$ cat config.mk
export PLATFORM = sky130hd
export DESIGN_NAME = acgc_config_bank
export DESIGN_NICKNAME = d
export VERILOG_FILES = /design/src/rtl/acgc_config_bank.v /design/src/rtl/acgc_word_reg.v
export VERILOG_INCLUDE_DIRS = /design/src /design/src/inc
export SDC_FILE = /design/constraint.sdc
export NUM_CORES = 1
export LEC_CHECK = 0
export ABC_AREA = 1
export BUFFER_PORTS_ARGS = -buffer_cell sky130_fd_sc_hd__buf_2
export CAP_MARGIN = 10
export CORE_UTILIZATION = 50
export CTS_BUF_LIST = sky130_fd_sc_hd__clkbuf_8 sky130_fd_sc_hd__clkbuf_16
export DETAILED_ROUTE_END_ITERATION = 10
export PLACE_DENSITY = 0.72
export SLEW_MARGIN = 20
export SYNTH_ARGS = -nofsm -noshare
export SYNTH_HDL_FRONTEND = slang
export SYNTH_SLANG_ARGS = --single-unit
$ cat constraint.sdc
create_clock -name i_clk -period 2.22 [get_ports i_clk]
set_clock_uncertainty 0.2 [all_clocks]
set_input_delay 0.333 -clock i_clk [delete_from_list [all_inputs] [get_ports i_clk]]
set_output_delay 0.333 -clock i_clk [all_outputs]
set_load 0.01 [all_outputs]
$ cat src/inc/acgc_defines.vh
// Register offsets, field positions and reset values of the clock, gain and chop bank.
`ifndef ACGC_DEFINES_VH
`define ACGC_DEFINES_VH
// Register indices as printed; the byte address is four times the index.
`define ACGC_IDX_CLOCK 4'h3
`define ACGC_IDX_GAIN 4'h4
`define ACGC_IDX_SPARE_A 4'h5
`define ACGC_IDX_CHOP 4'h6
`define ACGC_IDX_SPARE_B 4'h7
// Reset values of each word.
`define ACGC_RST_CLOCK 16'h038e
`define ACGC_RST_GAIN 16'h0000
`define ACGC_RST_SPARE 16'h0000
`define ACGC_RST_CHOP 16'h0600
// Clock-configuration fields.
`define ACGC_CLK_SECOND_CHANNEL_ENABLE 9
`define ACGC_CLK_FIRST_CHANNEL_ENABLE 8
`define ACGC_CLK_SEL 7
`define ACGC_CLK_RSV_HI 6
`define ACGC_CLK_RSV_LO 5
`define ACGC_CLK_OSR_HI 4
`define ACGC_CLK_OSR_LO 2
`define ACGC_CLK_PWR_HI 1
`define ACGC_CLK_PWR_LO 0
// Writable mask of the clock word; bits 15:10 are read-only zero.
`define ACGC_CLK_WMASK 16'h03ff
// Gain fields.
`define ACGC_GAIN1_HI 6
`define ACGC_GAIN1_LO 4
`define ACGC_GAIN0_HI 2
`define ACGC_GAIN0_LO 0
// Chop fields.
`define ACGC_CHOP_DLY_HI 12
`define ACGC_CHOP_DLY_LO 9
`define ACGC_CHOP_EN 8
`endif

$ cat src/rtl/acgc_config_bank.v
// Wishbone register bank for converter clock, gain and chop configuration.
//
// What this block does
// - Channel enables at bits 9,8, reset enabled.
// - Bit 7 selects clock source, external after reset.
// - Bits 4:2 oversampling code, reset 1024.
// - Bits 1:0 power mode, reset high resolution.
// - Clock word bits 15:10 read zero always.
// - Gain bits 6:4 set second channel gain.
// - Gain bits 2:0 set first channel gain.
// - Words 05h, 07h reserved, zero reset, write zero.
// - Chop bit 8 enables chopping, reset off.
// - Chop word at 06h resets to 0600h.
// - Clock word at 03h resets to 038eh.
//
// Added by the designer: register access over Wishbone.
`timescale 1ns/1ps
`include "acgc_defines.vh"
module acgc_config_bank (
  input wire i_clk, // System clock, 100 MHz.
  input wire i_rst_n, // Asynchronous reset, active low.
  input wire i_wb_cyc, // Wishbone cycle.
  input wire i_wb_stb, // Wishbone strobe.
  input wire i_wb_we, // Wishbone write enable.
  input wire [5:0] i_wb_adr, // Wishbone byte address.
  input wire [3:0] i_wb_sel, // Wishbone byte selects.
  input wire [31:0] i_wb_dat, // Wishbone write data.
  output reg [31:0] o_wb_dat, // Wishbone read data, registered.
  output reg o_wb_ack, // Wishbone acknowledge, registered.
  output wire o_second_channel_enable, // Second converter enable.
  output wire o_first_channel_enable, // First converter enable.
  output wire o_clock_source_external, // High selects external clock.
  output wire [2:0] o_oversampling_ratio_code, // Oversampling code.
  output wire [1:0] o_power_mode_code, // Power mode code.
  output wire [2:0] o_second_channel_gain_code, // Second channel gain code.
  output wire [2:0] o_first_channel_gain_code, // First channel gain code.
  output wire o_chop_enable, // Global chop enable.
  output wire [3:0] o_chop_delay_code // Chop delay code to sequencer.
);
  wire [15:0] clock_and_channel_config; // Clock word.
  wire [15:0] amplifier_gain_select; // Gain word.
  wire [15:0] spare_word_a; // Reserved word at 05h.
  wire [15:0] chop_config; // Chop word.
  wire [15:0] spare_word_b; // Reserved word at 07h.
  wire req; // A new bus request not yet answered.
  wire wr; // Write strobe for the answered cycle.
  wire [3:0] idx; // Word index from the byte address.
  wire [1:0] be; // Lanes covering the 16-bit data.

  // Ack drops the cycle after it rises, so a held request is answered once.
  assign req = i_wb_cyc & i_wb_stb & ~o_wb_ack;
  assign wr = req & i_wb_we;
  assign idx = i_wb_adr[5:2];
  assign be = i_wb_sel[1:0];

  // Decode one index into a write strobe.
  function hit;
    input [3:0] a;
    input [3:0] b;
    begin
      hit = (a == b);
    end
  endfunction

  // Clock word: upper bits masked so they always read zero.
  acgc_word_reg #(.RESET_VALUE(`ACGC_RST_CLOCK), .WRITE_MASK(`ACGC_CLK_WMASK)) u_clock (
    .i_clk(i_clk),
    .i_rst_n(i_rst_n),
    .i_we(wr & hit(idx, `ACGC_IDX_CLOCK)),
    .i_be(be),
    .i_wdata(i_wb_dat[15:0]),
    .o_q(clock_and_channel_config)
  );

  // Gain word; reserved bits are stored as written, the host keeps them zero.
  acgc_word_reg #(.RESET_VALUE(`ACGC_RST_GAIN), .WRITE_MASK(16'hffff)) u_gain (
    .i_clk(i_clk),
    .i_rst_n(i_rst_n),
    .i_we(wr & hit(idx, `ACGC_IDX_GAIN)),
    .i_be(be),
    .i_wdata(i_wb_dat[15:0]),
    .o_q(amplifier_gain_select)
  );

  // Reserved word A stays read/write with zero reset.
  acgc_word_reg #(.RESET_VALUE(`ACGC_RST_SPARE), .WRITE_MASK(16'hffff)) u_spare_a (
    .i_clk(i_clk),
    .i_rst_n(i_rst_n),
    .i_we(wr & hit(idx, `ACGC_IDX_SPARE_A)),
    .i_be(be),
    .i_wdata(i_wb_dat[15:0]),
    .o_q(spare_word_a)
  );

  // Chop word resets with delay 0011b and chopping off.
  acgc_word_reg #(.RESET_VALUE(`ACGC_RST_CHOP), .WRITE_MASK(16'hffff)) u_chop (
    .i_clk(i_clk),
    .i_rst_n(i_rst_n),
    .i_we(wr & hit(idx, `ACGC_IDX_CHOP)),
    .i_be(be),
    .i_wdata(i_wb_dat[15:0]),
    .o_q(chop_config)
  );

  // Reserved word B is built like word A, read/write with zero reset, and keeps its own value.
  acgc_word_reg #(.RESET_VALUE(`ACGC_RST_SPARE), .WRITE_MASK(16'hffff)) u_spare_b (
    .i_clk(i_clk),
    .i_rst_n(i_rst_n),
    .i_we(wr & hit(idx, `ACGC_IDX_SPARE_B)),
    .i_be(be),
    .i_wdata(i_wb_dat[15:0]),
    .o_q(spare_word_b)
  );

  // Field outputs straight from the stored words.
  assign o_second_channel_enable = clock_and_channel_config[`ACGC_CLK_SECOND_CHANNEL_ENABLE];
  assign o_first_channel_enable = clock_and_channel_config[`ACGC_CLK_FIRST_CHANNEL_ENABLE];
  assign o_clock_source_external = clock_and_channel_config[`ACGC_CLK_SEL];
  assign o_oversampling_ratio_code =
    clock_and_channel_config[`ACGC_CLK_OSR_HI:`ACGC_CLK_OSR_LO];
  assign o_power_mode_code = clock_and_channel_config[`ACGC_CLK_PWR_HI:`ACGC_CLK_PWR_LO];
  assign o_second_channel_gain_code =
    amplifier_gain_select[`ACGC_GAIN1_HI:`ACGC_GAIN1_LO];
  assign o_first_channel_gain_code = amplifier_gain_select[`ACGC_GAIN0_HI:`ACGC_GAIN0_LO];
  assign o_chop_enable = chop_config[`ACGC_CHOP_EN];
  // The delay meaning lives in the sequencer, so the code passes raw.
  assign o_chop_delay_code = chop_config[`ACGC_CHOP_DLY_HI:`ACGC_CHOP_DLY_LO];

  // Ack one cycle after the request; reads return zero-extended words.
  // Unmapped addresses are still acked and read zero, so the bus never hangs.
  always @(posedge i_clk or negedge i_rst_n) begin
    if (!i_rst_n) begin
      o_wb_ack <= 1'b0;
      o_wb_dat <= 32'h00000000;
    end else begin
      o_wb_ack <= req;
      if (req && !i_wb_we) begin
        if (idx == `ACGC_IDX_CLOCK) begin
          o_wb_dat <= {16'h0000, clock_and_channel_config};
        end else if (idx == `ACGC_IDX_GAIN) begin
          o_wb_dat <= {16'h0000, amplifier_gain_select};
        end else if (idx == `ACGC_IDX_SPARE_A) begin
          o_wb_dat <= {16'h0000, spare_word_a};
        end else if (idx == `ACGC_IDX_CHOP) begin
          o_wb_dat <= {16'h0000, chop_config};
        end else if (idx == `ACGC_IDX_SPARE_B) begin
          o_wb_dat <= {16'h0000, spare_word_b};
        end else begin
          o_wb_dat <= 32'h00000000;
        end
      end
    end
  end
endmodule

$ cat src/rtl/acgc_word_reg.v
// One 16-bit read/write configuration word with reset value and write mask.
`timescale 1ns/1ps
module acgc_word_reg #(
  parameter [15:0] RESET_VALUE = 16'h0000,
  parameter [15:0] WRITE_MASK = 16'hffff
) (
  input wire i_clk, // System clock.
  input wire i_rst_n, // Asynchronous reset, active low.
  input wire i_we, // One-cycle write strobe.
  input wire [1:0] i_be, // Byte enables for the two lanes.
  input wire [15:0] i_wdata, // Write data.
  output reg [15:0] o_q // Stored word.
);
  // Masked bits keep their reset value for ever, so read-only bits read constant.
  always @(posedge i_clk or negedge i_rst_n) begin
    if (!i_rst_n) begin
      o_q <= RESET_VALUE;
    end else if (i_we) begin
      if (i_be[0]) begin
        o_q[7:0] <= (i_wdata[7:0] & WRITE_MASK[7:0]) | (RESET_VALUE[7:0] & ~WRITE_MASK[7:0]);
      end
      if (i_be[1]) begin
        o_q[15:8] <= (i_wdata[15:8] & WRITE_MASK[15:8])
                     | (RESET_VALUE[15:8] & ~WRITE_MASK[15:8]);
      end
    end
  end
endmodule

==> run summary, run 1 <==
outcome - finished clean
CP max FO - 16
CTS Buf Count - 9
ys async rst share - 100%
setup bufs post-CTS - 0
Std-Cell Rows - 33
Yosys Warn Count - 0
GRT met1 Usage - 37.2%
Core Area - 0.00838 mm^2
largest net degree at the start of global routing - 47
WL final - 9460 um
Layout area overhead - 11.4%
Hold WC Path Type - in -> reg
fin area - 0.00493 mm^2
M2 GR Usage - 31.1%
sw frac - 25.0%
layout cells sized above 1 - 19.6%
clock tree buffer depth - 2
Post-Synthesis Cell Area - 0.00443 mm^2
DPL Wire Length - 6850 um
drt wl/cell - 13.5 um
drt initial violations - 243
Comb pwr share - 10.2%
final hold viol count - 0
Internal - 2.68 mW
count of cell types in the netlist - 21
final setup TNS - 0 ns
Mapped Cells - 544
post-layout instance count excluding filler cells - 702
Worst Path Arrival - 1.86 ns
most frequent cell after synthesis - nand2_1
post-synthesis sequential area ratio - 51.7%
top cell type's share of synthesized area - 46.9%
fill count - 757
Worst IR Drop VDD - 0.342 mV
RSZ-0062 raised after global routing - false
GR Util All Layers - 23.2%
global-route wire length before repair - 15800 um
clock power share - 38.3%
Root Driver - clkbuf_8
H-tree depth - 3
sequential group share of total power - 51.5%
initial antenna violation count - 0
Post-DRT Antenna Nets - 0
EDFF count, synth - 0
Yosys reg bits - 91
net switching power - 0.893 mW
Area contributors post-synth - dfrtp_1 (47%), nand2_1 (14%), o21ai_0 (9.9%)
kind of critical path - reg -> reg
final worst path period need - 1.79 ns
Max Cap Viol - 0
met3 usage - 4.82%
multi-input logic area - 0.00164 mm^2
Min-Delay Path Depth - 3
number of vias per cell - 5.05
Initial Utilization - 52.8%
most frequent cells after synthesis - nand2_1 (164), o21ai_0 (88), dfrtp_1 (83)
Hold Buf Count CTS - 1
die area - 0.00924 mm^2
CTS tree - built
Layout Nets - 639
post-cts sizing count - 0
final setup fails - 0
GR peak layer - met1
pwr dens - 725 mW/mm^2
placed inst area - 0.00468 mm^2
Slew Limit Fails - 0
total gr overflow - 0
Main synth FF type - dfrtp_1
LEAKAGE - 2.68 nW
vias in the first global route - 3049
number of remaining DRC errors - 0
CP startpoint kind - flop
clk slew on worst S/H paths - 0.09 ns
WP data required - 2.29 ns
vias - 3543
# placed instances - 685
Synth area leader - dfrtp_1
Clk Latency, worst-skew pair - 0.36 ns
Crit. End Element - flop
First-pass DRT Iterations - 5
# diodes - 0
CTS Sinks - 91
cells on worst reg2reg path - 5
die width - 96.1 um
GP Congestion - 0.852
number of I/O port buffers - 62
IO Pins - 99
Fmax - 559 MHz
register area - 0.00229 mm^2
crit share post-route - 80.6%
syn avg cell area - 8.14 um^2
die height - 96.1 um
## path summary, 6_finish.rpt
check,to,slack [ns],from
worst max-delay path,u_spare_a.o_q[13]$_DFFE_PN0P_,0.43,o_wb_ack$_DFF_PN0_
worst min-delay path,u_chop.o_q[10]$_DFFE_PN1P_,0.08,i_wb_dat[10]
worst max register to register,u_spare_a.o_q[13]$_DFFE_PN0P_,0.43,o_wb_ack$_DFF_PN0_
worst min register to register,o_wb_dat[9]$_DFFE_PN0P_,0.28,o_wb_dat[9]$_DFFE_PN0P_
max in group asynchronous,u_chop.o_q[10]$_DFFE_PN1P_,0.91,i_rst_n
min in group asynchronous,u_chop.o_q[2]$_DFFE_PN0P_,0.26,i_rst_n
## power by group through the flow
| stage | combinational (mW) | clock, mW | sequential, mW |
|---|---|---|---|
| 2_1_floorplan | 0.238 | 0 | 1.87 |
| 3_3_place_gp | 0.352 | 0 | 1.87 |
| 3_5_place_dp | 0.364 | 0 | 1.87 |
| 4_1_cts | 0.368 | 1.40 | 1.84 |
| 5_1_grt | 0.420 | 1.49 | 1.86 |
| 6_report | 0.363 | 1.37 | 1.84 |
## layer usage
| layer | part of all wire [%] | wire length (um) |
|---|---|---|
| met5 | 0 | 0 |
| met4 | 1.0 | 96 |
| met1 | 50 | 4690 |
| met3 | 7.4 | 703 |
| met2 | 42 | 3980 |
## stage by stage
stage / power, mW / util [%] / hold slack, ns / worst slack (ns)
finish: 3.58 / 58.9 / 0.0823 / 0.430
global route: 3.77 / 58.9 / 0.0807 / 0.191
CTS: 3.61 / 58.9 / 0.0657 / 0.403
detailed placement: 2.24 / 55.8 / 0.119 / 0.401
global placement: 2.22 / 55.8 / 0.109 / 0.415
floorplan: 2.11 / - / -0.163 / 0.523
## critical path: stages (launching register included)
cell     delay (ns)
dfrtp_1        0.38
inv_1          0.05
nand3_1        0.19
nor2_8         0.29
nand3_2        0.30
o21ai_0        0.28
## kinds of logic (layout without fill, tap and decap cells)
kind of cell / after synthesis / in the layout / share of synthesized area, %
other: 1 / 16 / 0.0847
buffers and inverters: 110 / 148 / 12.5
AND/OR/NAND/NOR: 251 / 251 / 25.5
AO/OA/AOI/OAI: 91 / 91 / 10.3
flip-flops: 91 / 91 / 51.7
## registers in the layout (all words and copies together), names as in the netlist
signal / count
u_clock.o_q: 10
o_wb_ack: 1
o_wb_dat: 16
u_spare_a.o_q: 16
u_gain.o_q: 16
u_chop.o_q: 16
u_spare_b.o_q: 16
## placed cells by master (no fill, tap or decap)
cell	count
inv_1	59
conb_1	16
nand3_4	2
or2_2	5
nor2_1	28
buf_12	1
buf_2	61
clkinv_2	1
clkinvlp_4	1
nor2_4	3
bufinv_16	3
o21ai_1	3
nand3_1	38
nor2_8	1
nand2_2	1
clkbuf_8	10
dfrtp_1	83
inv_2	2
o21ai_0	88
nand3_2	8
buf_4	8
inv_6	1
nand2_1	164
dlygate4sd3_1	1
nor3_2	1
dfstp_2	8
## area by class of cell
cell class | count | area share, %
Tap cell | 105 | 2.66
Clock buffer | 10 | 2.79
Inverter | 61 | 4.64
Clock inverter | 6 | 2.26
Timing Repair Buffer | 71 | 8.01
Sequential cell | 91 | 46.3
Multi-Input combinational cell | 358 | 33.3
No activity file was read; power rests on OpenSTA's default activity.
==> inputs of run 2 (changes only) <==
CORE_UTILIZATION = 49   (was 50)
PLACE_DENSITY = 0.73   (was 0.72)
clock period = 1.6 ns   (was 2.22 ns; I/O delays follow)
==> run 2 against run 1 <==
Against the previous run:
- largest cell class unchanged
- core utilization grew 3.7 points
- via count grew 6.5%
- critical path depth grew 2
- non-clock buffer count grew 28
- total power grew 37%
- largest power group unchanged
- combinational power grew 66%
- first-iteration DRC count grew 6.6%
- the flow now finishes with violations (hold timing, setup timing)
- clock power grew 26%
==> run summary, run 2 (synthesized netlist as in run 1, its figures left out) <==
outcome - complete, but fails checks (was finished clean)
failing checks - hold timing, setup timing
fin area - 0.00545 mm^2 (was 0.00493 mm^2)
CP max stage delay - 0.39 ns (was 0.38 ns)
kind of critical path - reg -> reg (unchanged)
H-tree depth - 3 (unchanged)
number of vias per cell - 5.12 (was 5.05)
Max Cap Viol - 0 (unchanged)
hold_ws - -0.00571 ns (was 0.0823 ns)
reg-to-reg startpoint - o_wb_ack$_DFF_PN0_ (unchanged)
drt initial violations - 259 (was 243)
initial antenna violation count - 0 (unchanged)
sw frac - 26.4% (was 25.0%)
sequential group share of total power - 52.4% (was 51.5%)
Core Area - 0.00872 mm^2 (was 0.00838 mm^2)
WP data required - 1.69 ns (was 2.29 ns)
placed inst area - 0.00486 mm^2 (was 0.00468 mm^2)
commonest non-fill, non-tap cell in the layout - nand2_1 (unchanged)
Crit. End Element - flop (unchanged)
Layout Nets - 671 (was 639)
total gr overflow - 0 (unchanged)
global-route wire length before repair - 16800 um (was 15800 um)
clk slew on worst S/H paths - 0.09 ns (about the same)
slowest stage cell on the critical path - dfrtp_1 (unchanged)
final hold viol count - 3 (was 0)
die width - 97.1 um (was 96.1 um)
Top cell by count, worst path - nand3_4
Root Driver - clkbuf_8 (unchanged)
number of I/O port buffers - 62 (unchanged)
Worst Slack Setup Final - -0.0419 ns (was 0.430 ns)
WL met3 - 649 um (was 703 um)
Tot Pwr - 4.90 mW (was 3.58 mW)
Clk Latency, worst-skew pair - 0.37 ns (was 0.36 ns)
routed wl met2 - 5020 um (was 3980 um)
largest net degree at the start of global routing - 92 (was 47)
final setup fails - 11 (was 0)
Routed met1 length - 4900 um (was 4690 um)
IO Pins - 99 (unchanged)
Fmax - 609 MHz (was 559 MHz)
crit share post-route - 103% (was 80.6%)
CTS Buf Count - 9 (unchanged)
Hold WC Path Type - in -> reg (unchanged)
vias in the first global route - 3473 (was 3049)
DPL Wire Length - 7020 um (was 6850 um)
Worst Setup SP - o_wb_ack$_DFF_PN0_ (unchanged)
GP Congestion - 0.854 (was 0.852)
CP max FO - 8 (was 16)
Worst Path Arrival - 1.73 ns (was 1.86 ns)
Comb pwr share - 12.3% (was 10.2%)
die height - 97.1 um (was 96.1 um)
final worst path period need - 1.64 ns (was 1.79 ns)
vias - 3773 (was 3543)
Layout area overhead - 23.2% (was 11.4%)
clock tree buffer depth - 2 (unchanged)
net switching power - 1.30 mW (was 0.893 mW)
CTS Sinks - 91 (unchanged)
Internal - 3.60 mW (was 2.68 mW)
Worst IR Drop VDD - 0.552 mV (was 0.342 mV)
RSZ-0062 raised after global routing - true (was false)
drt wl/cell - 14.6 um (was 13.5 um)
number of remaining DRC errors - 0 (unchanged)
min-delay src - i_wb_dat[15] (was i_wb_dat[10])
Initial Utilization - 50.8% (was 52.8%)
Slew Limit Fails - 0 (unchanged)
DR top layer - met4 (unchanged)
WL final - 10800 um (was 9460 um)
layout cells sized above 1 - 27.8% (was 19.6%)
First-pass DRT Iterations - 5 (unchanged)
# diodes - 0 (unchanged)
GR Util All Layers - 22.2% (was 23.2%)
pwr dens - 899 mW/mm^2 (was 725 mW/mm^2)
CP startpoint kind - flop (unchanged)
Post-DRT Antenna Nets - 0 (unchanged)
die area - 0.00942 mm^2 (was 0.00924 mm^2)
LEAKAGE - 2.88 nW (was 2.68 nW)
ordered list of cells on the worst path - inv_2 > nand3_4 > nor2_4 > buf_12 > nand3_4 > clkbuf_16 > o21ai_2 (was inv_1 > nand3_1 > nor2_8 > nand3_2 > o21ai_0)
clock power share - 35.3% (was 38.3%)
most frequent cells in the layout - nand2_1 (147), dfrtp_1 (83), buf_2 (61) (was nand2_1 (164), o21ai_0 (88), dfrtp_1 (83))
CTS tree - built (unchanged)
Std-Cell Rows - 34 (was 33)
-- run 2: stage by stage --
step | setup slack [ns] | setup TNS, ns | util (%) | std cells
final | -0.0419 | -0.162 | 62.5 | 737
after global routing | -0.109 | -2.93 | 62.5 | 737
after CTS | 0.00184 | 0 | 59.3 | 729
after detailed placement | -0.0941 | -1.03 | 55.7 | 706
after global placement | -0.00132 | -0.00270 | 55.7 | 706
after floorplan | -0.0181 | -0.153 | - | 559
-- run 2: repair_timing --
action	CTS	global route
cloned	1	6
pin swaps	1	11
buffers inserted	2	2
gates resized for setup	4	81
hold buffers	4	0
setup endpoints to repair	44	86
endpoints found under the hold margin	89	0
-- run 2: power groups by stage --
stage               clock (mW)  sequential (mW)  combinational (mW)
floorplan                    0             2.60               0.332
global placement             0             2.59               0.509
detailed placement           0             2.60               0.528
CTS                       1.72             2.56               0.549
global route              1.83             2.59               0.672
finish                    1.73             2.57               0.602
-- run 2: cell type report --
class / instances / area (um^2)
Multi-Input combinational cell: 362 / 1850
Timing Repair Buffer: 99 / 724
Tap cell: 108 / 135
Clock inverter: 6 / 82.6
Clock buffer: 10 / 138
Sequential cell: 91 / 2290
Fill cell: 709 / 3270
Inverter: 61 / 233
-- run 2: critical path: cells and delay by family, from the launching register on --
kind            cells  cell delay, ns
simple gates        3            0.42
buf+inv             3            0.41
compound gates      1            0.15
flops               1            0.39
-- run 2: worst paths after layout --
check / to / cells past startpoint / slack, ns
hold / removal: u_spare_b.o_q[15]$_DFFE_PN0P_ / 3 / -0.006
hold reg to reg: u_chop.o_q[10]$_DFFE_PN1P_ / 2 / 0.28
min in group asynchronous: o_wb_dat[10]$_DFFE_PN0P_ / 3 / 0.26
setup / recovery: u_chop.o_q[5]$_DFFE_PN0P_ / 7 / -0.04
max in group asynchronous: u_clock.o_q[7]$_DFFE_PN1P_ / 3 / 0.57
setup reg to reg: u_chop.o_q[5]$_DFFE_PN0P_ / 7 / -0.04
-- run 2: per-layer routing --
| metal | up-vias | GRT usage (%) |
|---|---|---|
| met1 | 1784 | 33.6 |
| li1 | 1833 | - |
| met5 | - | 0 |
| met4 | 0 | 8.38 |
| met2 | 139 | 32.8 |
| met3 | 17 | 2.81 |
